--- src/hw/adma_pkg.sv ---
package adma_pkg;
    localparam int ADDR_W = 16;
    localparam int CNT_W = 16;
    localparam int MEM_AW = 17;
    localparam int PIPES = 4;
    localparam int FIFO_DEPTH = 8;
    localparam int FIFO_W = 34;
    localparam int SAMPLE_W = 8;
    localparam int WORD_W = 16;
    localparam int SWEEP_W = 8;
    localparam int HOST_MA_W = 18;

    // register byte offsets
    localparam logic [7:0] OFS_CTRL = 8'h00;
    localparam logic [7:0] OFS_DEST = 8'h04;
    localparam logic [7:0] OFS_COUNT = 8'h08;
    localparam logic [7:0] OFS_STEP = 8'h0C;
    localparam logic [7:0] OFS_STROBE = 8'h10;
    localparam logic [7:0] OFS_SERIAL = 8'h14;
    localparam logic [7:0] OFS_SWEEP = 8'h18;
    localparam logic [7:0] OFS_MEMADDR = 8'h1C;
    localparam logic [7:0] OFS_MEMDATA = 8'h20;

    // field positions
    localparam int CTRL_START_BIT = 0;
    localparam int CTRL_ADDRHI_BIT = 1;
    localparam int STAT_MODE_BIT = 4;
    localparam int SER_DATA_BIT = 0;
    localparam int SER_CLK_BIT = 1;
    localparam int SER_IN_BIT = 2;
    localparam int MA_CHAN_BIT = 17;

    // reset values
    localparam logic [ADDR_W-1:0] RST_DEST = 16'h0000;
    localparam logic [CNT_W-1:0] RST_COUNT = 16'h0000;
    localparam logic [ADDR_W-1:0] RST_STEP = 16'h0001;
    localparam logic [PIPES-1:0] RST_STROBE = 4'h0;

    // wait cycles of a sweep or sample-memory access
    localparam logic [1:0] EXT_WAIT = 2'h2;

    typedef enum logic [0:0] {ST_PROGRAM, ST_TRANSFER} adma_state_t;

    function automatic logic [WORD_W-1:0] adma_widen(input logic [SAMPLE_W-1:0] s);
        adma_widen = {8'h00, s};
    endfunction : adma_widen
endpackage : adma_pkg

--- src/hw/adma_fifo.sv ---
`timescale 1ns/1ps
module adma_fifo #(
    parameter int W = 34,
    parameter int DEPTH = 8
) (
    input wire logic pclk, // clock
    input wire logic presetn, // async reset, active low
    input wire logic in_valid, // write request
    output logic in_ready, // not full
    input wire logic [W-1:0] in_data, // write word
    output logic out_valid, // not empty
    input wire logic out_ready, // read accept
    output logic [W-1:0] out_data // head word
);
    localparam int AW = $clog2(DEPTH);
    logic [W-1:0] mem_ff [DEPTH];
    logic [AW-1:0] wp_ff, rp_ff, nxt_wp, nxt_rp;
    logic [AW:0] cnt_ff, nxt_cnt;
    logic push, pop;

    always_comb
    begin
        push = in_valid && in_ready;
        pop = out_valid && out_ready;
        nxt_wp = push ? AW'(wp_ff + 1'b1) : wp_ff;
        nxt_rp = pop ? AW'(rp_ff + 1'b1) : rp_ff;
        nxt_cnt = (AW+1)'(cnt_ff + (AW+1)'(push) - (AW+1)'(pop));
        in_ready = cnt_ff != (AW+1)'(DEPTH);
        out_valid = cnt_ff != '0;
        out_data = mem_ff[rp_ff];
    end

    always_ff @(posedge pclk or negedge presetn)
    begin
        if (!presetn)
        begin
            wp_ff <= '0;
            rp_ff <= '0;
            cnt_ff <= '0;
        end
        else
        begin
            wp_ff <= nxt_wp;
            rp_ff <= nxt_rp;
            cnt_ff <= nxt_cnt;
        end
    end

    always_ff @(posedge pclk)
    begin
        if (push)
            mem_ff[wp_ff] <= in_data;
    end
endmodule : adma_fifo

--- src/hw/adma_engine.sv ---
// Overview of operation
// RULE1: destination address register, host or engine loaded
// RULE2: host loads count; engine moves that many
// RULE3: add step to address after each transfer
// RULE4: strobe select picks asserted demux strobes
// RULE5: mode low is program, high transfer
// RULE6: host configures only in program mode
// RULE7: start command raises mode, begins transfer
// RULE8: dual channel uses pipes 1+3 or 2+4
// RULE9: widen each 8-bit sample to 16 bits
// RULE10: single channel leaves other memory untouched
// RULE11: two channel memories written concurrently
// RULE12: host memory access only in program mode
// RULE13: strobe demux, pass sample to memory
// RULE14: host-driven serial loop data and clock
// RULE15: sweep chip select on host sweep access
// RULE16: count zero stops strobes, mode low
//
// The implementer's own choices: the APB register port and the register addresses.
`timescale 1ns/1ps
module adma_engine
    import adma_pkg::*;
(
    input wire logic pclk, // 50 MHz clock
    input wire logic presetn, // async reset, active low
    input wire logic psel, // apb select
    input wire logic penable, // apb enable
    input wire logic pwrite, // apb direction
    input wire logic [7:0] paddr, // apb byte address
    input wire logic [31:0] pwdata, // apb write data
    output logic [31:0] prdata, // apb read data
    output logic pready, // apb ready
    output logic pslverr, // apb error
    output logic transfer_mode_select, // high in transfer mode
    output logic [PIPES-1:0] demux_strobe, // acquisition strobes, pipes 1..4
    input wire logic [31:0] pipe_sample, // pipe n byte at [8n-1 -: 8]
    output logic mem1_en, // channel 1 memory enable
    output logic mem1_we, // channel 1 write
    output logic [MEM_AW-1:0] mem1_addr, // channel 1 word address
    output logic [WORD_W-1:0] mem1_wdata, // channel 1 write data
    input wire logic [WORD_W-1:0] mem1_rdata, // channel 1 read data
    output logic mem2_en, // channel 2 memory enable
    output logic mem2_we, // channel 2 write
    output logic [MEM_AW-1:0] mem2_addr, // channel 2 word address
    output logic [WORD_W-1:0] mem2_wdata, // channel 2 write data
    input wire logic [WORD_W-1:0] mem2_rdata, // channel 2 read data
    input wire logic mem_ready, // memories accept engine writes
    output logic serial_data, // serial loop data
    output logic serial_clk, // serial loop clock
    input wire logic serial_data_in, // serial loop return
    output logic sweep_cs, // sweep controller chip select
    output logic sweep_we, // sweep controller write
    output logic [SWEEP_W-1:0] sweep_wdata, // sweep controller write data
    input wire logic [SWEEP_W-1:0] sweep_rdata // sweep controller read data
);
    adma_state_t state_ff, nxt_state;
    logic [ADDR_W-1:0] dest_ff, nxt_dest, step_ff, nxt_step;
    logic [CNT_W-1:0] count_ff, nxt_count, left_ff, nxt_left;
    logic [PIPES-1:0] sel_ff, nxt_sel, strobe_ff, nxt_strobe;
    logic addr_hi_ff, nxt_addr_hi, mode_ff, nxt_mode;
    logic ser_d_ff, nxt_ser_d, ser_c_ff, nxt_ser_c;
    logic [HOST_MA_W-1:0] hma_ff, nxt_hma;
    logic [31:0] prdata_ff, nxt_prdata;
    logic pready_ff, nxt_pready, slverr_ff, nxt_slverr;
    logic [1:0] ext_ff, nxt_ext;
    logic ext_wr_ff, nxt_ext_wr, ext_sweep_ff, nxt_ext_sweep;
    logic [SWEEP_W-1:0] swd_ff, nxt_swd;
    logic m1_en_ff, m1_we_ff, m2_en_ff, m2_we_ff;
    logic nxt_m1_en, nxt_m1_we, nxt_m2_en, nxt_m2_we;
    logic [MEM_AW-1:0] m1_a_ff, m2_a_ff, nxt_m1_a, nxt_m2_a;
    logic [WORD_W-1:0] m1_d_ff, m2_d_ff, nxt_m1_d, nxt_m2_d;
    logic cs_ff, nxt_cs, swe_ff, nxt_swe;
    logic setup, is_ext, wr_commit, known, cfg_reg, start_cmd;
    logic f_in_ready, f_out_valid, pop, strobe_now;
    logic [FIFO_W-1:0] f_in, f_out;

    function automatic logic reg_known(input logic [7:0] a);
        reg_known = a == OFS_CTRL || a == OFS_DEST || a == OFS_COUNT || a == OFS_STEP
            || a == OFS_STROBE || a == OFS_SERIAL || a == OFS_SWEEP
            || a == OFS_MEMADDR || a == OFS_MEMDATA;
    endfunction : reg_known

    // pipe 1 or 2 feeds channel 1, pipe 3 or 4 feeds channel 2
    assign f_in = {strobe_ff[3] | strobe_ff[2], strobe_ff[1] | strobe_ff[0],
        adma_widen(strobe_ff[2] ? pipe_sample[23:16] : pipe_sample[31:24]),
        adma_widen(strobe_ff[0] ? pipe_sample[7:0] : pipe_sample[15:8])}; // RULE8 RULE9

    adma_fifo #(
        .W(FIFO_W),
        .DEPTH(FIFO_DEPTH)
    ) u_fifo (
        .pclk(pclk),
        .presetn(presetn),
        .in_valid(|strobe_ff),
        .in_ready(f_in_ready),
        .in_data(f_in),
        .out_valid(f_out_valid),
        .out_ready(mem_ready && state_ff == ST_TRANSFER),
        .out_data(f_out)
    );

    // apb slave
    always_comb
    begin
        setup = psel && !penable;
        is_ext = paddr == OFS_SWEEP || paddr == OFS_MEMDATA;
        known = reg_known(paddr);
        cfg_reg = paddr != OFS_SERIAL && paddr != OFS_SWEEP;
        wr_commit = psel && penable && pready_ff && pwrite && !slverr_ff;
        nxt_pready = 1'b0;
        nxt_slverr = 1'b0;
        nxt_prdata = prdata_ff;
        nxt_ext = ext_ff;
        nxt_ext_wr = ext_wr_ff;
        nxt_ext_sweep = ext_sweep_ff;
        nxt_swd = swd_ff;
        if (setup)
        begin
            // config and memory locked while transferring
            nxt_slverr = !known || (mode_ff && cfg_reg && (pwrite || paddr == OFS_MEMDATA)); // RULE6 RULE12
            if (is_ext && !nxt_slverr)
            begin
                nxt_ext = EXT_WAIT;
                nxt_ext_wr = pwrite;
                nxt_ext_sweep = paddr == OFS_SWEEP; // RULE15
                nxt_swd = pwdata[SWEEP_W-1:0];
            end
            else
            begin
                nxt_pready = 1'b1;
                unique case (paddr)
                    OFS_CTRL: nxt_prdata = {27'h000_0000, mode_ff, 2'h0, addr_hi_ff, 1'b0};
                    OFS_DEST: nxt_prdata = {16'h0000, dest_ff};
                    OFS_COUNT: nxt_prdata = {16'h0000, count_ff};
                    OFS_STEP: nxt_prdata = {16'h0000, step_ff};
                    OFS_STROBE: nxt_prdata = {28'h000_0000, sel_ff};
                    OFS_SERIAL: nxt_prdata = {29'h0000_0000, serial_data_in, ser_c_ff, ser_d_ff};
                    OFS_MEMADDR: nxt_prdata = {14'h0000, hma_ff};
                    default: nxt_prdata = 32'h0000_0000;
                endcase
            end
        end
        else if (ext_ff != 2'h0)
        begin
            nxt_ext = 2'(ext_ff - 1'b1);
            if (ext_ff == 2'h1)
            begin
                nxt_pready = 1'b1;
                if (ext_sweep_ff)
                    nxt_prdata = {24'h00_0000, sweep_rdata};
                else
                    nxt_prdata = {16'h0000, hma_ff[MA_CHAN_BIT] ? mem2_rdata : mem1_rdata};
            end
        end
        nxt_cs = nxt_ext_sweep && nxt_ext != 2'h0; // RULE15
        nxt_swe = nxt_ext_sweep && nxt_ext_wr && nxt_ext == EXT_WAIT;
    end

    // register updates and transfer sequencing
    always_comb
    begin
        pop = f_out_valid && mem_ready && state_ff == ST_TRANSFER;
        start_cmd = wr_commit && paddr == OFS_CTRL && pwdata[CTRL_START_BIT]
            && state_ff == ST_PROGRAM && count_ff != '0;
        strobe_now = state_ff == ST_TRANSFER && left_ff != '0 && strobe_ff == '0
            && f_in_ready;
        nxt_state = state_ff;
        nxt_dest = dest_ff;
        nxt_count = count_ff;
        nxt_step = step_ff;
        nxt_sel = sel_ff;
        nxt_addr_hi = addr_hi_ff;
        nxt_left = left_ff;
        nxt_ser_d = ser_d_ff;
        nxt_ser_c = ser_c_ff;
        nxt_hma = hma_ff;
        nxt_strobe = strobe_now ? sel_ff : 4'h0; // RULE4 RULE13
        nxt_left = strobe_now ? CNT_W'(left_ff - 1'b1) : left_ff;
        if (wr_commit)
        begin
            unique case (paddr)
                OFS_CTRL: nxt_addr_hi = pwdata[CTRL_ADDRHI_BIT];
                OFS_DEST: nxt_dest = pwdata[ADDR_W-1:0]; // RULE1
                OFS_COUNT: nxt_count = pwdata[CNT_W-1:0]; // RULE2
                OFS_STEP: nxt_step = pwdata[ADDR_W-1:0];
                OFS_STROBE: nxt_sel = pwdata[PIPES-1:0];
                OFS_SERIAL:
                begin
                    nxt_ser_d = pwdata[SER_DATA_BIT]; // RULE14
                    nxt_ser_c = pwdata[SER_CLK_BIT];
                end
                OFS_MEMADDR: nxt_hma = pwdata[HOST_MA_W-1:0];
                default: nxt_hma = hma_ff;
            endcase
        end
        if (start_cmd)
        begin
            nxt_state = ST_TRANSFER; // RULE7
            nxt_left = count_ff; // RULE2
        end
        if (pop)
        begin
            nxt_dest = ADDR_W'(dest_ff + step_ff); // RULE1 RULE3
            nxt_count = CNT_W'(count_ff - 1'b1); // RULE2
            if (count_ff == 16'h0001)
            begin
                nxt_state = ST_PROGRAM; // RULE16
                nxt_strobe = 4'h0;
                nxt_left = 16'h0000;
            end
        end
        nxt_mode = nxt_state == ST_TRANSFER; // RULE5
    end

    // memory ports: engine in transfer mode, host otherwise
    always_comb
    begin
        nxt_m1_en = 1'b0;
        nxt_m2_en = 1'b0;
        nxt_m1_we = 1'b0;
        nxt_m2_we = 1'b0;
        nxt_m1_a = m1_a_ff;
        nxt_m2_a = m2_a_ff;
        nxt_m1_d = m1_d_ff;
        nxt_m2_d = m2_d_ff;
        if (pop)
        begin
            nxt_m1_en = f_out[32]; // RULE10 RULE11
            nxt_m2_en = f_out[33]; // RULE10 RULE11
            nxt_m1_we = f_out[32];
            nxt_m2_we = f_out[33];
            nxt_m1_a = {addr_hi_ff, dest_ff};
            nxt_m2_a = {addr_hi_ff, dest_ff};
            nxt_m1_d = f_out[15:0];
            nxt_m2_d = f_out[31:16];
        end
        else if (setup && paddr == OFS_MEMDATA && !nxt_slverr)
        begin
            nxt_m1_en = !hma_ff[MA_CHAN_BIT]; // RULE12
            nxt_m2_en = hma_ff[MA_CHAN_BIT];
            nxt_m1_we = pwrite && !hma_ff[MA_CHAN_BIT];
            nxt_m2_we = pwrite && hma_ff[MA_CHAN_BIT];
            nxt_m1_a = hma_ff[MEM_AW-1:0];
            nxt_m2_a = hma_ff[MEM_AW-1:0];
            nxt_m1_d = pwdata[WORD_W-1:0];
            nxt_m2_d = pwdata[WORD_W-1:0];
        end
    end

    always_ff @(posedge pclk or negedge presetn)
    begin
        if (!presetn)
        begin
            state_ff <= ST_PROGRAM;
            mode_ff <= 1'b0;
            dest_ff <= RST_DEST;
            count_ff <= RST_COUNT;
            step_ff <= RST_STEP;
            sel_ff <= RST_STROBE;
            addr_hi_ff <= 1'b0;
            left_ff <= RST_COUNT;
            strobe_ff <= 4'h0;
            ser_d_ff <= 1'b0;
            ser_c_ff <= 1'b0;
            hma_ff <= '0;
            prdata_ff <= 32'h0000_0000;
            pready_ff <= 1'b0;
            slverr_ff <= 1'b0;
            ext_ff <= 2'h0;
            ext_wr_ff <= 1'b0;
            ext_sweep_ff <= 1'b0;
            swd_ff <= '0;
            cs_ff <= 1'b0;
            swe_ff <= 1'b0;
            m1_en_ff <= 1'b0;
            m2_en_ff <= 1'b0;
            m1_we_ff <= 1'b0;
            m2_we_ff <= 1'b0;
            m1_a_ff <= '0;
            m2_a_ff <= '0;
            m1_d_ff <= '0;
            m2_d_ff <= '0;
        end
        else
        begin
            state_ff <= nxt_state;
            mode_ff <= nxt_mode;
            dest_ff <= nxt_dest;
            count_ff <= nxt_count;
            step_ff <= nxt_step;
            sel_ff <= nxt_sel;
            addr_hi_ff <= nxt_addr_hi;
            left_ff <= nxt_left;
            strobe_ff <= nxt_strobe;
            ser_d_ff <= nxt_ser_d;
            ser_c_ff <= nxt_ser_c;
            hma_ff <= nxt_hma;
            prdata_ff <= nxt_prdata;
            pready_ff <= nxt_pready;
            slverr_ff <= nxt_slverr;
            ext_ff <= nxt_ext;
            ext_wr_ff <= nxt_ext_wr;
            ext_sweep_ff <= nxt_ext_sweep;
            swd_ff <= nxt_swd;
            cs_ff <= nxt_cs;
            swe_ff <= nxt_swe;
            m1_en_ff <= nxt_m1_en;
            m2_en_ff <= nxt_m2_en;
            m1_we_ff <= nxt_m1_we;
            m2_we_ff <= nxt_m2_we;
            m1_a_ff <= nxt_m1_a;
            m2_a_ff <= nxt_m2_a;
            m1_d_ff <= nxt_m1_d;
            m2_d_ff <= nxt_m2_d;
        end
    end

    assign prdata = prdata_ff;
    assign pready = pready_ff;
    assign pslverr = slverr_ff;
    assign transfer_mode_select = mode_ff;
    assign demux_strobe = strobe_ff;
    assign mem1_en = m1_en_ff;
    assign mem1_we = m1_we_ff;
    assign mem1_addr = m1_a_ff;
    assign mem1_wdata = m1_d_ff;
    assign mem2_en = m2_en_ff;
    assign mem2_we = m2_we_ff;
    assign mem2_addr = m2_a_ff;
    assign mem2_wdata = m2_d_ff;
    assign serial_data = ser_d_ff;
    assign serial_clk = ser_c_ff;
    // chip select held for the two wait cycles of a sweep access
    assign sweep_cs = cs_ff; // RULE15
    assign sweep_we = swe_ff;
    assign sweep_wdata = swd_ff;
endmodule : adma_engine

--- config.mk ---
export PLATFORM = sky130hd
export DESIGN_NAME = adma_engine
export DESIGN_NICKNAME = d
export VERILOG_FILES = /design/src/hw/adma_pkg.sv /design/src/hw/adma_fifo.sv /design/src/hw/adma_engine.sv
export SDC_FILE = /design/constraint.sdc
export NUM_CORES = 1
export LEC_CHECK = 0
export ABC_CLOCK_PERIOD_IN_PS = 3880
export BUFFER_PORTS_ARGS = -buffer_cell sky130_fd_sc_hd__buf_2
export CORE_UTILIZATION = 32
export CTS_CLUSTER_SIZE = 30
export DETAILED_ROUTE_END_ITERATION = 7
export PLACE_DENSITY_LB_ADDON = 0.15
export SYNTH_ARGS = -nofsm -noshare
export SYNTH_HDL_FRONTEND = slang
export SYNTH_HIERARCHICAL = 1
export SYNTH_SLANG_ARGS = --single-unit
--- constraint.sdc ---
create_clock -name pclk -period 3.88 [get_ports pclk]
set_clock_uncertainty 0.15 [all_clocks]
set_input_delay 0.194 -clock pclk [delete_from_list [all_inputs] [get_ports pclk]]
set_output_delay 0.194 -clock pclk [all_outputs]
set_load 0.02 [all_outputs]
# == Yosys cells after proc, flatten, opt, wreduce, memory -nomap -nowiden ==
# Memories as Yosys holds them, arrays and structs flattened.
# Index checks and enable logic that the tools add are counted.
# Widths: inputs -> output; s select.
# word_totals
in_bits,119
reg_bits,205
wordCells,177
ramBits,144
latchBits,0
output_inout_bits,121
rom_bits,0
memories,1
# classes
addsub,8
n_eq_ne,15
reduce_logical,68
magnitude_cmp,0
div,0
shifts,0
multipliers,0
mux,52
bitwise,3
# memory_table
memory,depth,word_bits,rd,rd_clocked_by_memory_dff,wr,line_no,source
u_fifo.mem_ff,8,18,1,0,1,adma_fifo.sv:16,logic [W-1:0] mem_ff [DEPTH];
# ops
op,count
$mux 16,15
$mux 32,4
$pmux 18 s7,1
$mux 17,2
$eq 8x5->1 const B,4
$reduce_bool 16->1,2
$sub 16x1->16 const B,2
$logic_and 1x1->1,28
$mux 1,22
$add 16x16->16,1
$eq 16x1->1 const B,1
$eq 8x4->1 const B,2
$mux 8,2
$ne 8x5->1 const B,2
$reduce_and 2->1,8
$reduce_bool 2->1,8
$mux 4,3
$logic_or 1x1->1,11
$eq 8x3->1 const B,1
$eq 8x6->1 const B,1
$logic_not 8->1,1
$add 3x1->3 const B,2
$logic_not 1->1,6
$mux 2,3
13 further kinds,14

# == Depth between registers and ports, before layout ==
# Gate-level depths: netlist (run 1).
# depth
word_depth,17
ltp_mapped,11
ltp_nobuf,11

# == By module ==
# Netlist (run 1), hierarchy kept.
# modules_own_cells
module,area_each_um2,cells_each,seq_area_each_um2,instances
adma_fifo,10825.4,449,8418.1,1
adma_engine,10211.0,1058,4530.6,1

# == Least setup slack after synthesis (run 1) ==
# No wires, ideal clock.
# synth_timing
path_type,flip-flop to flip-flop
start,"reg strobe_ff[2], in the netlist demux_strobe[2]"
end,"mem u_fifo/mem_ff[0][0] (netlist name), enable pin"
path_buffers,1
synth_period_minus_slack_ns,4.085
t_required_ns,3.263
stages_incl_launch_ff,5
t_arrival_ns,3.468
slack_ns,-0.205
setup_time_ns,0.467
path_cell_list,dfrtp_1 clkbuf_1 or4_4 nand3b_1 nor3_1
# synth_between
elab_chain_len,4
# synth_lines
element,line_no,source
start: declaration,adma_engine.sv:59,"logic [PIPES-1:0] sel_ff, nxt_sel, strobe_ff, nxt_strobe;"
start signal: assignment,adma_engine.sv:294,strobe_ff <= nxt_strobe;
$reduce_or 4->1,adma_engine.sv:94,".in_valid(|strobe_ff),"
$logic_and 1x1->1,adma_fifo.sv:23,push = in_valid && in_ready;
$mux 1,adma_fifo.sv:51,if (push)
$mux 1 (not written as such),adma_fifo.sv:52,mem_ff[wp_ff] <= in_data;
end: declaration,adma_fifo.sv:16,
# Every way passes these cells.

# == Worst setup path after layout (run 1) ==
# layout_timing
start,in paddr[5]
end,"reg prdata_ff[2], in the netlist prdata[2]"
# layout_between
elab_chain_len,15
elab_cells_between_ends,33
classes_between,eq/ne (11); mux (3); reduce/logical (19)
# layout_lines
element,line_no,source
start: declaration,adma_engine.sv:29,"input wire logic [7:0] paddr,"
$eq 8x3->1 or $logic_not 8->1 (tied branches),"adma_engine.sv:78, adma_engine.sv:131",
$logic_or 1x1->1 (3 in a row),adma_engine.sv:78,reg_known = a == OFS_CTRL || a == OFS_DEST || a == OFS_COUNT || a == OFS_STEP
$logic_or 1x1->1 (3 in a row),adma_engine.sv:79,|| a == OFS_STROBE || a == OFS_SERIAL || a == OFS_SWEEP
$logic_or 1x1->1 (2 in a row),adma_engine.sv:80,|| a == OFS_MEMADDR || a == OFS_MEMDATA;
$logic_not 1->1,adma_engine.sv:120,nxt_slverr = !known || (mode_ff && cfg_reg && (pwrite || paddr == OFS_MEMDATA));
$logic_or 1x1->1,adma_engine.sv:120,
$logic_not 1->1,adma_engine.sv:121,if (is_ext && !nxt_slverr)
$logic_and 1x1->1,adma_engine.sv:121,
$ne 2x2->1 (no source line),--,
$reduce_and 3->1 (no source line),--,
end signal: assignment,adma_engine.sv:298,prdata_ff <= nxt_prdata;
end: declaration,adma_engine.sv:63,"logic [31:0] prdata_ff, nxt_prdata;"
# Several ways; a longest one is shown, not always the timed one. The select of a mux whose other input is x is not followed.
# A chain may end at the register's enable or synchronous reset.

==> impl_metrics.tcl, run 1 <==
set metrics [dict create \
    status "completed" \
    cts_tree "done" \
    hold_viol 0 \
    hold_class "primary input to flop" \
    finalMaxSlewViolations 0 \
    synth_enable_flop_cells 272 \
    placementRows 93 \
    num-fill-cells 6216 \
    syn_to_final_growth_pct 24.4 \
    syn_inst 1507 \
    start_util_pct 32.5 \
    maxSlewHeadroom_pct 24.1 \
    ios 240 \
    arrival_ns 3.61 \
    end_kind "flop" \
    fp.dieArea_sq_mm 0.0668 \
    vias 13928 \
    met1_usage_pct 24.2 \
    place_area_sq_mm 0.0235 \
    cp_max_fo 30 \
    die_w_um 258 \
    drc 0 \
    grt_pass1_vias 14221 \
    drive_gt1_share_pct 28.0 \
    slowest_stage "dlygate4sd3_1" \
    grtUsageMet2_pct 30.7 \
    coreArea_sq_mm 0.0647 \
    grt_max_degree 85 \
    grt-busiest-layer "met2" \
    place.gp.congestion 0.805 \
    synth_area_leaders "edfxtp_1, dfrtp_1, mux4_2" \
    rsz0062_at_grt "false" \
    start_kind "primary input" \
    clkTransAtPathRegs_ns 0.06 \
    grtUsageMet3_pct 2.91 \
    cts_max_level 2 \
    ys_ff_latch 463 \
    postLayoutCoreUtil_pct 40.4 \
    drtPass1Iterations 5 \
    max_stage_delay_ns 0.68 \
    syn-mean-instance-area_sq_um 14.0 \
    crit_required_ns 4.23 \
    cpMostUsedCell "dlygate4sd3_1" \
    seq_area_frac_synth_pct 61.6 \
    grt_pass1_wl_um 90500 \
    dr.first_iter.drc_count 885 \
    yosysTopAreaCellShare_pct 38.8 \
    wl_per_cell_um 21.3 \
    setup_viol 0 \
    fmax_ghz 0.307 \
    p_per_area_mw_per_mm2 418 \
    finalSetupTns_ns 0 \
    cts_buffers 52 \
    grt_overflow 0 \
    cts_resized 0 \
    antenna_found_initial 9 \
    portBuffers 211 \
    worst_pin_slew_ns 1.14 \
    final_area_sq_mm 0.0262 \
    cp_cell_sequence "dlygate4sd3_1 -> buf_2 -> nor4b_2 -> dlygate4sd3_1 -> nand3_1 -> o311a_1 -> a31oi_1 -> inv_2 -> mux2_2" \
    synthArstFlopShare_pct 41.3 \
    clk_latency_ns 0.62 \
    finalCritPeriodShare_pct 84.0 \
    maxCapViolCount 0 \
    dp_hpwl_um 39600 \
    layout.nets 2077 \
    min_period_ns 3.26 \
    die-height_um 258 \
    postRouteAntennaNets 0 \
    vias_per_cell 4.92 \
    path_class "primary input to flop" \
    clockBufferDepth 3 \
    synth_cell_types 78 \
    clock-sinks 463 \
    syn_area_sq_mm 0.0210 \
    vdd_drop_max_mv 0.348 \
    root_buffer "clkbuf_16" \
    drt-total-wl_um 60400 \
    grt_usage_pct 18.1 \
    netlist.top_cell.by_area "edfxtp_1" \
    p_leak_uw 0.0105 \
    synth-main-ff-cell "edfxtp_1" \
    yosys_warnings 6 \
]
[final cells by class]
type	count	area (sq um)	area share, %
multi-input combinational	1047	8010	30.6
timing repair buffer	342	2360	9.01
antenna	2	5.00	0.0191
clock inverter	24	265	1.01
sequential	463	13000	49.5
inverter	23	86.3	0.330
clock buffer	73	1420	5.43
tap	855	1070	4.09
[Yosys cell counts (10+ instances only)]
master and instances:
mux2_4 10, nor2_1 67, nand2_1 115, mux2i_1 30, o21ai_0 73, buf_2 12
inv_1 22, o221ai_1 13, xnor2_1 15, a22oi_1 17, clkbuf_1 59, nor3_1 16
mux2_2 117, ha_1 27, and2_1 18, o21a_1 17, xor2_1 11, mux4_2 70
edfxtp_1 272, nand3_1 56, dfrtp_1 190, buf_4 31, a21oi_1 88, and3_1 12
[state kept, by name (all words and copies together) (netlist names), 17 cells and up]
signal and count:
u_fifo/mem_ff 272, mem2_addr 17, prdata 18, hma_ff 18
[repair_timing]
| action | 4_1_cts | 5_1_grt |
|---|---|---|
| hold buffers | 94 | 0 |
| hold endpoints to repair | 310 | 0 |
| setup buffers | 0 | 0 |
[kinds of logic after synthesis]
| group | after synthesis | share of synthesized area [%] |
|---|---|---|
| flops | 463 | 61.6 |
| simple gates | 344 | 7.95 |
| compound gates | 279 | 8.39 |
| mux | 227 | 15.9 |
| buf+inv | 138 | 3.31 |
| fa+ha+maj | 29 | 1.80 |
| xor+xnor | 26 | 1.08 |
| other cells | 1 | 0.0178 |
[power by group]
part	switching (uW)	total [uW]	internal, uW
logic	398	690	292
clock network	2050	4880	2830
registers	67.6	5370	5300
total	2510	10900	8420
[worst paths after layout]
path	from	endpoint	slack [ns]	cells after the start
worst max-delay path	paddr[5]	prdata[2]$_DFFE_PN0P_	0.62	9
worst min-delay path	mem2_rdata[5]	prdata[5]$_DFFE_PN0P_	0.04	6
worst max register to register	demux_strobe[0]$_DFF_PN0_	left_ff[15]$_DFF_PN0_	0.85	6
worst min register to register	prdata[12]$_DFFE_PN0P_	prdata[12]$_DFFE_PN0P_	0.34	1
max in group asynchronous	presetn	sweep_wdata[7]$_DFFE_PN0P_	2.65	3
min in group asynchronous	presetn	sweep_wdata[2]$_DFFE_PN0P_	0.09	2
[metal layers]
metal  part of all wire [%]  vias to the layer above
met2                     49                      355
met4                    2.1                        0
met3                    5.3                       80
met1                     43                     7061
met5                      0                        -
li1                       -                     6432
[metrics by stage]
step,setup WS (ns),std cells,hold slack [ns],total power [uW]
2_1_floorplan,0.711,1648,-0.252,5810
3_3_place_gp,0.889,2636,0.183,6080
3_5_place_dp,0.857,2636,0.182,6090
4_1_cts,0.648,2827,0.00130,11100
5_1_grt,0.467,2827,0.115,11300
6_report,0.620,2829,0.0383,10900
[critical path, delay by kind of cell]
kind / cells / cell delay (ns)
buf+inv: 4 / 1.72
simple gates: 2 / 0.69
compound gates: 2 / 0.63
mux: 1 / 0.36
[placed cells by master, fill, tap and decap left out, types with 14 or more instances in the layout]
cell / n
edfxtp_1: 272
o21ai_0: 73
a22oi_1: 17
conb_1: 142
o21a_1: 17
buf_2: 210
and2_1: 18
a21oi_1: 88
nand2_1: 115
dfrtp_1: 187
buf_4: 31
clkbuf_16: 52
nor3_1: 14
clkbuf_1: 17
ha_1: 27
mux4_2: 70
mux2i_1: 30
mux2_2: 117
nand3_1: 55
inv_1: 22
nor2_1: 61
xnor2_1: 15
dlygate4sd3_1: 94
No activity file was read; power rests on OpenSTA's default activity.
==> run 2, diff against run 1 <==
ABC_CLOCK_PERIOD_IN_PS = 2900   (was 3880)
clock period = 2.9 ns   (was 3.88 ns; I/O delays follow)
==> impl_metrics.tcl, run 2 (synthesis gave the netlist of run 1 again) <==
set metrics [dict create \
    r2r-start "u_fifo/cnt_ff[2]$_DFF_PN0_" \
    coreArea_sq_mm 0.0647 \
    p_leak_uw 0.0106 \
    fmax_ghz 0.373 \
    wl_per_cell_um 21.5 \
    start_util_pct 32.5 \
    rr_endpoint "u_fifo/cnt_ff[2]$_DFF_PN0_" \
    min_period_ns 2.68 \
    post-cts-setup-buffers 0 \
    postLayoutCoreUtil_pct 40.8 \
    place.gp.congestion 0.839 \
    end_kind "flop" \
    place_ws_ns 0.219 \
    cts_resized 0 \
    hold_viol 0 \
    drc 0 \
    crit_required_ns 3.22 \
    fp.dieArea_sq_mm 0.0668 \
    maxCapViolCount 0 \
    placementRows 93 \
    die-height_um 258 \
    start_kind "flop" \
    cts_tree "done" \
    dr.first_iter.drc_count 926 \
    layout_setup_ws_ns 0.222 \
    portBuffers 211 \
    finalMaxSlewViolations 0 \
    whs_ns 0.108 \
    ios 240 \
    antenna_found_initial 1 \
    rsz0062_at_grt "false" \
    r2r_setup_slack_ns 0.22 \
    largest_reg_flops 272 \
    vias_per_cell 4.91 \
    die_w_um 258 \
    drive_gt1_share_pct 28.7 \
    final_cell_mix "edfxtp_1, buf_2, dfrtp_1" \
    finalCritPeriodShare_pct 92.3 \
    clockBufferDepth 3 \
    drt-total-wl_um 61400 \
    worst_pin_slew_ns 0.774 \
    finalSetupTns_ns 0 \
    postCtsHoldBufs 101 \
    final_common_cell "edfxtp_1" \
    worstRegToRegCells 10 \
    top_register "u_fifo/mem_ff" \
    vdd_drop_max_mv 0.444 \
    clock-sinks 463 \
    syn_to_final_growth_pct 25.5 \
    clkTransAtPathRegs_ns 0.06 \
    grt_pass1_vias 14547 \
    vias 14040 \
    hold_class "primary input to flop" \
    hold_path_depth 4 \
    clk_latency_ns 0.61 \
    setup_viol 0 \
    dp_hpwl_um 40700 \
    maxSlewHeadroom_pct 48.2 \
    grt_usage_pct 18.5 \
    whs_endpoint "step_ff[0]$_DFFE_PN1P_" \
    layout.nets 2105 \
    grt_pass1_wl_um 92800 \
    grt_max_degree 65 \
    p_per_area_mw_per_mm2 547 \
    root_buffer "clkbuf_16" \
    grt_overflow 0 \
    path_class "flop to flop" \
    cp_max_fo 4 \
    cts_max_level 2 \
    hp-start "paddr[2]" \
    status "completed" \
    drtPass1Iterations 5 \
    arrival_ns 2.99 \
    cts_buffers 52 \
    finalPower_uw 14500 \
    postRouteAntennaNets 0 \
]
## run 2: cell count changes in the layout (fill, tap and decap cells not counted), moves of 2 or more
cell and delta:
buf_4 +16, clkinv_1 -2, bufinv_16 -3, clkbuf_1 +2, dlygate4sd3_1 +7, clkinv_8 -2
clkbuf_8 +3, buf_12 +5
## run 2: power by group
part / switching, uW / internal (uW) / total, uW
clock network: 2730 / 3610 / 6340
registers: 86.8 / 7090 / 7180
logic: 539 / 407 / 946
## run 2: worst max path at each step
stage	start	end	slack, ns
6_report	u_fifo/cnt_ff[2]$_DFF_PN0_	u_fifo/cnt_ff[2]$_DFF_PN0_	0.22
5_1_grt	step_ff[0]$_DFFE_PN1P_	dest_ff[14]$_DFFE_PN0P_	0.01
3_5_place_dp	u_fifo/cnt_ff[2]$_DFF_PN0_	u_fifo/cnt_ff[2]$_DFF_PN0_	0.22
2_1_floorplan	demux_strobe[2]$_DFF_PN0_	u_fifo/mem_ff[7][0]$_DFFE_PP_	-0.27
4_1_cts	u_fifo/cnt_ff[2]$_DFF_PN0_	u_fifo/cnt_ff[2]$_DFF_PN0_	0.21
3_3_place_gp	u_fifo/cnt_ff[2]$_DFF_PN0_	u_fifo/cnt_ff[2]$_DFF_PN0_	0.23
## run 2: layout make-up
type	count	area, sq um
fillers	6193	38300
flip-flops and latches	463	13000
multi-input cells	1047	8010
repair buffers	370	2650
clock buffers	78	1470
well taps	855	1070
clock inverters	20	170
inverters	23	86.3
diodes	1	2.50
## run 2: per-layer routing
metal	wire [um]	up-vias	share of wire (%)	track usage (%)
met1	27100	7166	44	24.8
li1	-	6464	-	-
met4	1070	0	1.7	4.42
met3	2590	69	4.2	2.52
met5	0	-	0	0
met2	30600	341	50	31.7
## run 2: worst max-delay path, cell delays in order (launching register included)
cell and delay, ns:
dfrtp_1 0.36, inv_1 0.10, ha_1 0.14, or3b_2 0.50
nand2_1 0.17, inv_1 0.06, ha_1 0.27, inv_1 0.04
ha_1 0.21, fa_1 0.41, xor2_1 0.17
## run 2: through the flow
step,instance area (sq um),instances
floorplan,21600,1648
global placement,23800,2657
detailed placement,23800,2657
CTS,26400,2856
global route,26400,2856
finish,26400,2857
==> run 3, diff against run 2 <==
GPL_TIMING_DRIVEN = 0   (was default)
==> impl_metrics.tcl, run 3 (synthesis gave the netlist of run 1 again) <==
set metrics [dict create \
    clockBufferDepth 3 \
    p_leak_uw 0.0108 \
    cts_tree "done" \
    antenna_found_initial 2 \
    rsz0062_at_grt "true" \
    finalCritPeriodShare_pct 96.2 \
    crit_required_ns 3.22 \
    place_inst 2725 \
    placementRows 93 \
    syn_to_final_growth_pct 27.4 \
    coreArea_sq_mm 0.0647 \
    start_kind "flop" \
    ff_latch_area_sq_mm 0.0129 \
    final_common_cell "edfxtp_1" \
    final_cell_mix "edfxtp_1, buf_2, dfrtp_1" \
    arrival_ns 3.11 \
    p_per_area_mw_per_mm2 539 \
    grt_overflow 0 \
    ios 240 \
    vias 14443 \
    grt_pass1_wl_um 95600 \
    postRouteAntennaNets 0 \
    worst_pin_slew_ns 1.11 \
    root_buffer "clkbuf_16" \
    clkTransAtPathRegs_ns 0.06 \
    largest_reg_flops 272 \
    vias_per_cell 4.94 \
    fp.dieArea_sq_mm 0.0668 \
    maxSlewHeadroom_pct 24.6 \
    drc 0 \
    path_class "flop to flop" \
    portBuffers 211 \
    setup_viol 0 \
    drtPass1Iterations 5 \
    start_util_pct 32.5 \
    vdd_drop_max_mv 0.679 \
    drt-total-wl_um 64300 \
    layout.nets 2179 \
    maxCapViolCount 0 \
    drive_gt1_share_pct 28.6 \
    cp_max_fo 3 \
    wl_per_cell_um 22.0 \
    dr.first_iter.drc_count 904 \
    status "completed" \
    place.gp.congestion 0.863 \
    end_kind "flop" \
    grt_max_degree 100 \
    top_register "u_fifo/mem_ff" \
    die-height_um 258 \
    hold_class "primary input to flop" \
    grt_usage_pct 19.3 \
    cts_max_level 2 \
    finalMaxSlewViolations 0 \
    min_period_ns 2.79 \
    clk_latency_ns 0.62 \
    clock-sinks 463 \
    grt_pass1_vias 14918 \
    fmax_ghz 0.358 \
    finalPower_uw 14400 \
    final_cells 2926 \
    dp_hpwl_um 45700 \
    num-fill-cells 6143 \
    cts_buffers 52 \
    multi_input_area_sq_mm 0.00804 \
    die_w_um 258 \
    hold_viol 0 \
]
## run 3: final timing paths
kind / start / end / slack (ns) / cells past startpoint
worst max-delay path: step_ff[0]$_DFFE_PN1P_ / dest_ff[14]$_DFFE_PN0P_ / 0.11 / 9
worst min-delay path: psel / ext_ff[0]$_DFF_PN0_ / 0.04 / 5
worst max register to register: step_ff[0]$_DFFE_PN1P_ / dest_ff[14]$_DFFE_PN0P_ / 0.11 / 9
worst min register to register: prdata[10]$_DFFE_PN0P_ / prdata[10]$_DFFE_PN0P_ / 0.34 / 1
max in group asynchronous: presetn / hma_ff[5]$_DFFE_PN0P_ / 1.53 / 3
min in group asynchronous: presetn / step_ff[11]$_DFFE_PN0P_ / 0.08 / 2
## run 3: cell type report
class / instances / share of cell area (%)
clock inverter: 16 / 0.546
inverter: 23 / 0.322
sequential: 463 / 48.3
clock buffer: 77 / 5.47
antenna: 1 / 0.00934
timing repair buffer: 331 / 9.00
tap: 855 / 3.99
buffer: 113 / 2.30
multi-input combinational: 1047 / 30.0
## run 3: per-layer routing
layer  global-route usage [%]  wire (um)  up-vias
met5                        0          0        -
met4                     5.39       1570        0
met3                     3.67       3770       87
met2                     32.2      31300      370
met1                     25.5      27600     7361
li1                         -          -     6625
## run 3: worst max-delay path, stage by stage (launching register included)
cell	delay [ns]
dfstp_2	0.54
ha_1	0.19
inv_1	0.06
fa_1	0.37
nand2b_1	0.21
a21oi_1	0.28
o211ai_1	0.22
a31oi_1	0.31
o21ai_0	0.12
a31o_2	0.24
## run 3: stage by stage
stage               setup slack [ns]  utilization, %  hold WS, ns  cell area, sq um   TNS, ns
floorplan                     -0.269               -       -0.301             21600    -64.63
global placement               -2.58            36.6        0.231             23700  -1087.88
detailed placement            -0.591            37.1        0.124             24000   -112.45
CTS                           0.0133            41.2      0.00621             26600         0
global route                -0.00282            41.4       0.0658             26800  -0.00282
finish                         0.110            41.4       0.0406             26800         0
## run 3: timing repair
item	CTS	global route
gates cloned	0	0
hold buffers	98	0
hold endpoints to repair	334	0
setup buffers	0	11
pin swaps	0	4
endpoints found under the setup margin	363	123
gates resized for setup	11	15
## run 3: where the power goes
group	switching, uW	internal (uW)	leakage (uW)
clock	2710	3590	0.000786
sequential	80.8	7090	0.00502
combinational	566	412	0.00501
